### src/rtl/dmrb_pkg.sv
// Package: register map, field layout and carriers of the drive monitor bank
// How it works
// RULE1 - Monitor registers answer reads, refuse writes
// RULE2 - Input status bits 0..B follow terminals
// RULE3 - Drive status flags sit at fixed bits
// RULE4 - Source bits read zero when serial
// RULE5 - Bits E, F: timeout fault, timeout present
// RULE6 - Output status: relay bit 0, photocouplers 1..4
// RULE7 - DC bus, torque, power at 31..33
// RULE8 - Loop feedback unsigned, ten counts per percent
// RULE9 - Loop input and output signed, same scale
// RULE10 - Link error details held until fault reset
// RULE11 - Fault reset clears details even while running
// RULE12 - Master sends fault reset via command bit
// RULE13 - Unused bits and registers read zero
package dmrb_pkg;

  // ==========================================================
  // Register numbers
  localparam logic [15:0] REG_INPUT_TERMINAL_STATUS  = 16'h002b;
  localparam logic [15:0] REG_DRIVE_STATUS_FLAGS     = 16'h002c;
  localparam logic [15:0] REG_OUTPUT_TERMINAL_STATUS = 16'h002d;
  localparam logic [15:0] REG_DC_BUS_VOLTAGE         = 16'h0031;
  localparam logic [15:0] REG_TORQUE_VALUE           = 16'h0032;
  localparam logic [15:0] REG_OUTPUT_POWER           = 16'h0033;
  localparam logic [15:0] REG_LOOP_FEEDBACK          = 16'h0038;
  localparam logic [15:0] REG_LOOP_INPUT             = 16'h0039;
  localparam logic [15:0] REG_LOOP_OUTPUT            = 16'h003a;
  localparam logic [15:0] REG_PROCESSOR_FW_VERSION   = 16'h003b;
  localparam logic [15:0] REG_STORED_FW_VERSION      = 16'h003c;
  localparam logic [15:0] REG_LINK_ERROR_DETAILS     = 16'h003d;
  localparam logic [15:0] REG_POWER_RATING_SETTING   = 16'h003e;
  localparam logic [15:0] REG_CONTROL_METHOD_CODE    = 16'h003f;
  localparam logic [15:0] REG_MONITOR_FIRST          = 16'h002b;
  localparam logic [15:0] REG_MONITOR_LAST           = 16'h003f;

  // ==========================================================
  // Field layout
  localparam int IN_TERM_W        = 12;
  localparam int OUT_TERM_W       = 5;
  localparam int DRV_FREQ_SRC_BIT = 9;
  localparam int DRV_RUN_SRC_BIT  = 10;
  localparam int ERR_CRC_BIT      = 0;
  localparam int ERR_LEN_BIT      = 1;
  localparam int ERR_PAR_BIT      = 3;
  localparam int ERR_OVR_BIT      = 4;
  localparam int ERR_FRM_BIT      = 5;
  localparam int ERR_TMO_BIT      = 6;
  localparam logic [15:0] WORD_ZERO = 16'h0000;

  // ==========================================================
  // Access answer codes
  localparam logic [7:0] CODE_NONE      = 8'h00;
  localparam logic [7:0] CODE_BAD_REG   = 8'h02;
  localparam logic [7:0] CODE_READ_ONLY = 8'h22;

  // ==========================================================
  // Carriers
  typedef struct packed {
    logic link_timeout;
    logic timeout_fault;
    logic restarting;
    logic reference_lost;
    logic overtorque;
    logic run_from_link;
    logic freq_from_link;
    logic baseblock;
    logic low_voltage;
    logic startup_done;
    logic freq_detect2;
    logic freq_detect1;
    logic user_speed_match;
    logic freq_match;
    logic zero_speed;
    logic operating;
  } dmrb_drive_t;

  typedef struct packed {
    logic [3:0] photocoupler_output;
    logic       relay_output;
  } dmrb_outputs_t;

  typedef struct packed {
    logic timeout;
    logic framing;
    logic overrun;
    logic parity;
    logic bad_length;
    logic crc;
  } dmrb_link_err_t;

  localparam dmrb_link_err_t LINK_ERR_NONE = 6'h00;

  typedef struct packed {
    logic        [15:0] dc_bus_voltage;
    logic        [15:0] torque_value;
    logic        [15:0] output_power;
    logic signed [15:0] loop_feedback;
    logic signed [15:0] loop_input;
    logic signed [15:0] loop_output;
    logic        [15:0] processor_fw_version;
    logic        [15:0] stored_fw_version;
    logic        [15:0] apparent_power_rating;
    logic        [15:0] control_method_code;
  } dmrb_meas_t;

  typedef struct packed {
    logic        ack;
    logic        err;
    logic [7:0]  code;
    logic [15:0] data;
  } dmrb_state_t;

endpackage : dmrb_pkg

### src/rtl/dmrb_err_latch.sv
// Sticky latch of link error details
`timescale 1ns/1ps
module dmrb_err_latch
  import dmrb_pkg::*;
(
  input  wire logic           clk,
  input  wire logic           srst,
  input  wire dmrb_link_err_t set,
  input  wire logic           clear,
  output      dmrb_link_err_t held
);

  dmrb_link_err_t st_q;
  dmrb_link_err_t st_d;

  // ==========================================================
  // Next state: clear first, new events win
  always_comb begin
    st_d = st_q;
    if (clear) begin
      st_d = LINK_ERR_NONE; // [RULE11]
    end
    st_d = st_d | set; // [RULE10]
  end

  always_ff @(posedge clk) begin
    if (srst) begin
      st_q <= LINK_ERR_NONE;
    end else begin
      st_q <= st_d;
    end
  end

  assign held = st_q;

endmodule : dmrb_err_latch

### src/rtl/dmrb_monitor_bank.sv
// Read-only monitor register bank of the drive serial slave
`timescale 1ns/1ps
module dmrb_monitor_bank
  import dmrb_pkg::*;
(
  input  wire logic                  CLK,
  input  wire logic                  SRST,
  input  wire logic                  RD_REQ,
  input  wire logic                  WR_REQ,
  input  wire logic [15:0]           ACC_ADDR,
  output      logic                  RD_ACK,
  output      logic [15:0]           RD_DATA,
  output      logic                  ACC_ERR,
  output      logic [7:0]            ACC_CODE,
  input  wire logic [IN_TERM_W-1:0]  IN_TERMINALS,
  input  wire dmrb_drive_t           DRIVE,
  input  wire dmrb_outputs_t         OUTPUTS,
  input  wire dmrb_meas_t            MEAS,
  input  wire dmrb_link_err_t        LINK_ERR_EVT,
  input  wire logic                  FAULT_RESET,
  output      dmrb_link_err_t        LINK_ERR_HELD
);

  // ==========================================================
  // Helpers
  function automatic logic in_monitor(input logic [15:0] a);
    in_monitor = (a >= REG_MONITOR_FIRST) && (a <= REG_MONITOR_LAST);
  endfunction : in_monitor

  function automatic logic [15:0] drive_word(input dmrb_drive_t d);
    logic [15:0] w;
    w = d;                                   // [RULE3] [RULE5]
    w[DRV_FREQ_SRC_BIT] = ~d.freq_from_link; // [RULE4]
    w[DRV_RUN_SRC_BIT]  = ~d.run_from_link;  // [RULE4]
    drive_word = w;
  endfunction : drive_word

  function automatic logic [15:0] err_word(input dmrb_link_err_t e);
    logic [15:0] w;
    w = WORD_ZERO; // [RULE13]
    w[ERR_CRC_BIT] = e.crc;
    w[ERR_LEN_BIT] = e.bad_length;
    w[ERR_PAR_BIT] = e.parity;
    w[ERR_OVR_BIT] = e.overrun;
    w[ERR_FRM_BIT] = e.framing;
    w[ERR_TMO_BIT] = e.timeout;
    err_word = w;
  endfunction : err_word

  function automatic logic [15:0] unsigned_only(input logic signed [15:0] v);
    unsigned_only = v[15] ? WORD_ZERO : v; // [RULE8]
  endfunction : unsigned_only

  // ==========================================================
  // Error detail latch
  dmrb_link_err_t err_held;

  // Fault reset arrives from the command register decode
  dmrb_err_latch u_err_latch (
    .clk   (CLK),
    .srst  (SRST),
    .set   (LINK_ERR_EVT),
    .clear (FAULT_RESET), // [RULE12] [RULE11]
    .held  (err_held)
  );

  // ==========================================================
  // Access state
  dmrb_state_t st_q;
  dmrb_state_t st_d;

  always_comb begin
    st_d     = st_q;
    st_d.ack = RD_REQ | WR_REQ;
    if (WR_REQ) begin
      st_d.err  = 1'b1; // [RULE1]
      st_d.data = WORD_ZERO;
      if (in_monitor(ACC_ADDR)) begin
        st_d.code = CODE_READ_ONLY; // [RULE1]
      end else begin
        st_d.code = CODE_BAD_REG;
      end
    end else if (RD_REQ) begin
      st_d.err  = 1'b0;
      st_d.code = CODE_NONE;
      st_d.data = WORD_ZERO;
      if (!in_monitor(ACC_ADDR)) begin
        st_d.err  = 1'b1;
        st_d.code = CODE_BAD_REG;
      end else begin
        case (ACC_ADDR)
          REG_INPUT_TERMINAL_STATUS: begin
            st_d.data[IN_TERM_W-1:0] = IN_TERMINALS; // [RULE2]
          end
          REG_DRIVE_STATUS_FLAGS: begin
            st_d.data = drive_word(DRIVE); // [RULE3] [RULE4] [RULE5]
          end
          REG_OUTPUT_TERMINAL_STATUS: begin
            st_d.data[OUT_TERM_W-1:0] = OUTPUTS; // [RULE6]
          end
          REG_DC_BUS_VOLTAGE: begin
            st_d.data = MEAS.dc_bus_voltage; // [RULE7]
          end
          REG_TORQUE_VALUE: begin
            st_d.data = MEAS.torque_value; // [RULE7]
          end
          REG_OUTPUT_POWER: begin
            st_d.data = MEAS.output_power; // [RULE7]
          end
          REG_LOOP_FEEDBACK: begin
            st_d.data = unsigned_only(MEAS.loop_feedback); // [RULE8]
          end
          REG_LOOP_INPUT: begin
            st_d.data = MEAS.loop_input; // [RULE9]
          end
          REG_LOOP_OUTPUT: begin
            st_d.data = MEAS.loop_output; // [RULE9]
          end
          REG_PROCESSOR_FW_VERSION: begin
            st_d.data = MEAS.processor_fw_version;
          end
          REG_STORED_FW_VERSION: begin
            st_d.data = MEAS.stored_fw_version;
          end
          REG_LINK_ERROR_DETAILS: begin
            st_d.data = err_word(err_held); // [RULE10]
          end
          REG_POWER_RATING_SETTING: begin
            st_d.data = MEAS.apparent_power_rating;
          end
          REG_CONTROL_METHOD_CODE: begin
            st_d.data = MEAS.control_method_code;
          end
          default: begin
            st_d.data = WORD_ZERO; // [RULE13]
          end
        endcase
      end
    end
  end

  always_ff @(posedge CLK) begin
    if (SRST) begin
      st_q.ack  <= 1'b0;
      st_q.err  <= 1'b0;
      st_q.code <= CODE_NONE;
      st_q.data <= WORD_ZERO;
    end else begin
      st_q <= st_d;
    end
  end

  // ==========================================================
  // Outputs
  assign RD_ACK        = st_q.ack;
  assign RD_DATA       = st_q.data;
  assign ACC_ERR       = st_q.err;
  assign ACC_CODE      = st_q.code;
  assign LINK_ERR_HELD = err_held;

  // ==========================================================
  // Checks
  logic        drv_freq_link;
  logic        drv_link_tmo;
  logic [15:0] dc_bus_w;
  logic [15:0] loop_in_w;
  logic [4:0]  out_bits;
  logic [15:0] held_w;
  logic        any_evt;
  logic        any_req;
  logic        drv_run_link;
  logic        drv_tmo_fault;
  logic [15:0] drv_raw;
  logic [8:0]  drv_low;
  logic [2:0]  drv_mid;
  logic [15:0] loop_out_w;
  logic        crc_evt;

  assign any_req       = RD_REQ | WR_REQ;
  assign drv_run_link  = DRIVE.run_from_link;
  assign drv_tmo_fault = DRIVE.timeout_fault;
  assign drv_raw       = DRIVE;
  assign drv_low       = drv_raw[8:0];
  assign drv_mid       = drv_raw[13:11];
  assign loop_out_w    = MEAS.loop_output;
  assign crc_evt       = LINK_ERR_EVT.crc;
  assign drv_freq_link = DRIVE.freq_from_link;
  assign drv_link_tmo  = DRIVE.link_timeout;
  assign dc_bus_w      = MEAS.dc_bus_voltage;
  assign loop_in_w     = MEAS.loop_input;
  assign out_bits      = OUTPUTS;
  assign held_w        = err_word(err_held);
  assign any_evt       = |LINK_ERR_EVT;
endmodule : dmrb_monitor_bank

### config.mk
export PLATFORM = sky130hd
export DESIGN_NAME = dmrb_monitor_bank
export DESIGN_NICKNAME = d
export VERILOG_FILES = /design/src/rtl/dmrb_pkg.sv /design/src/rtl/dmrb_err_latch.sv /design/src/rtl/dmrb_monitor_bank.sv
export SDC_FILE = /design/constraint.sdc
export NUM_CORES = 1
export LEC_CHECK = 0
export CAP_MARGIN = 5
export CORE_AREA = 5 5 94 96
export DETAILED_ROUTE_END_ITERATION = 12
export DIE_AREA = 0 0 99 101
export DONT_BUFFER_PORTS = 1
export PLACE_DENSITY = 0.53
export SLEW_MARGIN = 5
export SYNTH_ARGS = -nofsm -noshare
export SYNTH_HDL_FRONTEND = slang
export SYNTH_HIERARCHICAL = 1
export SYNTH_SLANG_ARGS = --single-unit
export TNS_END_PERCENT = 20
### constraint.sdc
create_clock -name CLK -period 5.8 [get_ports CLK]
set_clock_uncertainty 0.2 [all_clocks]
set_input_delay 0.29 -clock CLK [delete_from_list [all_inputs] [get_ports CLK]]
set_output_delay 0.29 -clock CLK [all_outputs]
set_load 0.03 [all_outputs]
Word level (Yosys, flattened, before mapping) --
Index checks and enable logic that the tools add are counted.
Word-level totals: flip-flop bits (word level) 32, output and inout port bits 32
Cells by class: order comparisons 2, equal/unequal tests 14, multiplexer cells 10, bitwise gates (word level) 4, reductions and logical operators 3
Operators by type and width (number):
- == test 16 x 6 -> 1 bit, second input constant | 14
- case mux 7 bit (13 select lines) | 1
- case mux 5 bit (14 select lines) | 1
- two-way mux 25 bit | 2
- case mux 4 bit (11 select lines) | 1
- greater-or-equal comparator 16 x 6 -> 1 bit, second input constant | 1
- <= comparator 16 x 6 -> 1 bit, second input constant | 1
- two-way mux 16 bit | 1
- two-way mux 15 bit | 1
- two-way mux 6 bit | 2
- two-way mux 9 bit | 1
- OR 6 bit | 1
- inverter 1 bit | 2
- nonzero test 2 bit | 1
- OR reduction 2 bit | 1
- logical AND 1 bit | 1
- OR 1 bit | 1

Logic depth before layout (Yosys ltp) --
word-level depth 5, gate-level depth with buffers 9

Hierarchy --
Netlist, hierarchy kept.
Modules (own cells, without submodules):
- dmrb_monitor_bank | instances 1, cells each 345, area each 2682.6 µm², seq. area each 380.4 µm²
- dmrb_err_latch | instances 1, cells each 24, area each 210.2 µm², seq. area each 120.1 µm²

Worst setup path after synthesis --
No wires, ideal clock.
path kind input to register, from in ACC_ADDR[10], to reg st_q (netlist bit RD_DATA[3]), setup time 86 ps, data arrival time 2237 ps, data required time 5514 ps, path slack 3277 ps, stages on the path 9, path through or4_4 > buf_6 > or2_1 > buf_6 > nor4_4 > buf_6 > a222oi_1 > and3_1 > a221oi_2
Between the ends: longest elaborated chain between the ends 3, elaborated cells between the ends (all ways) 19, those cells by class order compare (2); eq/ne (14); mux (2); reduce/logical (1)
Ends and longest elaborated chain:
- start, declared | line dmrb_monitor_bank.sv:10 | input wire logic [15:0] ACC_ADDR,
- greater-or-equal comparator 16 x 6 -> 1 bit, or another cell as far along | line dmrb_monitor_bank.sv:27 | in_monitor = (a >= REG_MONITOR_FIRST) && (a <= REG_MONITOR_LAST);
- logical AND 1 bit / case mux 5 bit (14 select lines) (equally long branches) | line dmrb_monitor_bank.sv:27, dmrb_monitor_bank.sv:91
- two-way mux 16 bit * | line dmrb_monitor_bank.sv:87 | if (!in_monitor(ACC_ADDR)) begin
- end signal, assigned | line dmrb_monitor_bank.sv:149 | st_q <= st_d;
- end, declared | line dmrb_monitor_bank.sv:69 | dmrb_state_t st_q;
Mark *: on every way between the ends. The rest lies on a longest branch, timed or not. A chain may end at the register's enable or synchronous reset.

Final worst setup path --
from in ACC_ADDR[15], to reg st_q (netlist bit RD_DATA[10])
Between the ends: longest elaborated chain between the ends 3, elaborated cells between the ends (all ways) 18, those cells by class order compare (2); eq/ne (13); mux (2); reduce/logical (1)
Ends and longest elaborated chain (line):
- greater-or-equal comparator 16 x 6 -> 1 bit, or another cell as far along | dmrb_monitor_bank.sv:27
- logical AND 1 bit / case mux 7 bit (13 select lines) (equally long branches) | dmrb_monitor_bank.sv:27, dmrb_monitor_bank.sv:91
- two-way mux 16 bit * | dmrb_monitor_bank.sv:87
Marked as above.

==> metrics.cfg <==
[sta]
drv_slew = 0
hold_violations = 0
setup_violations = 0
period_needed_ps = 3340
finalCritPeriodShare_pct = 57.7
grt_setup_unrepaired = false
timing.fmax_mhz = 299
fin_tns_setup_ps = 0
slew_headroom_pct = 20.9
worst_pin_slew_ps = 1180

[cts]
cts_htree_levels = 1
cts_tree = yes
clock-sinks = 25
clkTransAtPathRegs_ps = 120
ctsRootBufferMaster = clkbuf_8
cts_setup_buffers = 0
cts.path.max_buffers = 2
clkLatencyLatePin_ps = 270
cts_buffers = 3

[grt]
grt_pass1_vias = 3365
antenna_found_initial = 0
grt_overflow = 0
track_usage_pct = 30.3
grt_max_degree = 32
grt_first_pass_wirelength_um = 22300

[worst_setup_path]
r2r.worst_path.cells = 6
cp-start-kind = input pin
required_ps = 5810
worst-r2r-setup-slack_ps = 3640
reg2reg_from = u_err_latch/held[1]
arrival_ps = 3360
r2r-end = RD_DATA[1]
critical_path_class = in -> reg
path_max_fanout = 15
cp-end-kind = flop

[floorplanning]
die_w_um = 99
dieArea_mm2 = 0.0100
die_h_um = 101
rows = 33
core_region_area_mm2 = 0.00797
ios = 252
start_util_pct = 36.3

[synthesis]
synthArstFlopShare_pct = 0
syn_area_mm2 = 0.00289
postSynthCellCount = 369
synthFlopType = dfxtp_1
synth_edf_count = 0
yosys_warnings = 6
ys_ff_latch = 25
synth-seq-area-share_pct = 17.3
synth_cell_types = 62
postSynthAreaPerCell_um2 = 7.84

[power_and_ir_drop]
power_uw = 384
leakage_nw = 0.980
ir_drop_v = 0.0000783
power_density_mw_per_mm2 = 125

[detailed_routing]
wl_per_cell_um = 34.6
wl_um = 16200
ant_nets = 0
first_pass_iters = 7
drt_iter0_markers = 429
via_per_inst = 7.24
drc = 0
via_count = 3380

[layout]
nNetsFinal = 583
seq_area_um2 = 500
num_antenna_cells = 0
multi_input_area_mm2 = 0.00218
area_growth_pct = 6.40
mostFrequentLayoutCell = nand2_1
most-common-layout-cells = nand2_1 (41), dfxtp_1 (25), a222oi_1 (21)
final_design_area_no_fill_mm2 = 0.00308
fin_util_pct = 38.6
nFillCells = 826
layout-drive-gt1-share_pct = 10.2

[min_path]
hp-class = in -> reg
hold_start = RD_REQ
min_path_cells = 3
min_to = RD_DATA[11]

[outcome]
outcome = finished, final reports clean

[placement]
numPortBuffers = 0
gp_congestion = 0.896
hpwl_um = 12800
placed_cell_area_mm2 = 0.00288

[flow_run]
maxCapViolCount = 0

what timing repair did:
action                    CTS  global route
hold endpoints to repair    9             0
resized for setup           0             0
hold buffers               15             0
registers in the layout (all words and copies together), names as in the netlist:
name	cells
RD_DATA	16
RD_ACK	1
ACC_CODE	2
u_err_latch/held	6
per-layer routing:
metal	global-route usage (%)	vias to the layer above	wire length, µm
met1	36.2	1634	6150
met4	7.56	0	335
met5	0	-	0
met3	9.41	20	1790
li1	-	1465	-
met2	52.8	261	7890
critical path, stage by stage:
cell and delay [ps]:
or4_1 900, or2_1 550, nor4_4 880, a222oi_1 260, and3_1 260, a221oi_1 210
final cells by class:
class / instances / share of cell area [%]
clock inverter: 1 / 0.244
clock buffer: 3 / 1.34
sequential: 25 / 16.3
tap: 105 / 4.27
timing repair buffer: 19 / 5.85
inverter: 10 / 1.22
multi-input combinational: 304 / 70.8
synthesized netlist by cell type, drive strengths merged (2+ instances only):
master,number,area [µm²]
nand2,41,154
dfxtp,25,500
buf,22,145
a222oi,21,210
a22oi,19,143
a221oi,17,168
o21ai,17,85.1
nor2,16,60.1
and3,15,93.8
a21oi,13,65.1
a32oi,13,114
clkbuf,13,48.8
nor3,13,96.4
nor4,13,196
a22o,11,96.3
nand2b,11,71.3
inv,10,37.5
nor2b,10,62.6
nand3,9,45.0
mux2i,7,70.1
and2,5,31.3
nor3b,4,30.0
mux2,3,33.8
nand4,3,18.8
nor4bb,3,30.0
or2,3,18.8
or4,3,26.3
a211oi,2,15.0
a21boi,2,15.0
a2bb2oi,2,17.5
a32o,2,20.0
o221a,2,22.5
o22ai,2,12.5
or3,2,12.5
metrics by stage:
stage / hold WS [ps] / worst slack (ps) / instances
2_1_floorplan: 159 / 3280 / 374
3_3_place_gp: 162 / 2240 / 448
3_5_place_dp: 163 / 2220 / 448
4_1_cts: 2.80 / 2530 / 467
5_1_grt: 13.4 / 2270 / 467
6_report: 3.77 / 2460 / 467
worst max-delay path by stage:
stage                             end  cells after the start          from
after floorplan            RD_DATA[3]                      9  ACC_ADDR[10]
after global placement    RD_DATA[10]                      6  ACC_ADDR[15]
after detailed placement  RD_DATA[10]                      6  ACC_ADDR[15]
after CTS                 RD_DATA[10]                      6  ACC_ADDR[15]
after global routing       RD_DATA[4]                      6  ACC_ADDR[15]
final                     RD_DATA[10]                      6  ACC_ADDR[15]
kinds of logic after synthesis:
family / count (synthesis) / synth area share, %
muxes: 10 / 3.59
DFF: 25 / 17.3
AOI/OAI and AO/OA: 130 / 35.9
buffers and inverters: 45 / 8.00
and+or+nand+nor: 158 / 35.0
other: 1 / 0.130
report_power, final:
group	internal [mW]	switching [mW]
Clock	0.0491	0.0711
Sequential	0.175	0.0116
Combinational	0.0315	0.0453
Total	0.256	0.128
No activity file was read; power rests on OpenSTA's default activity.
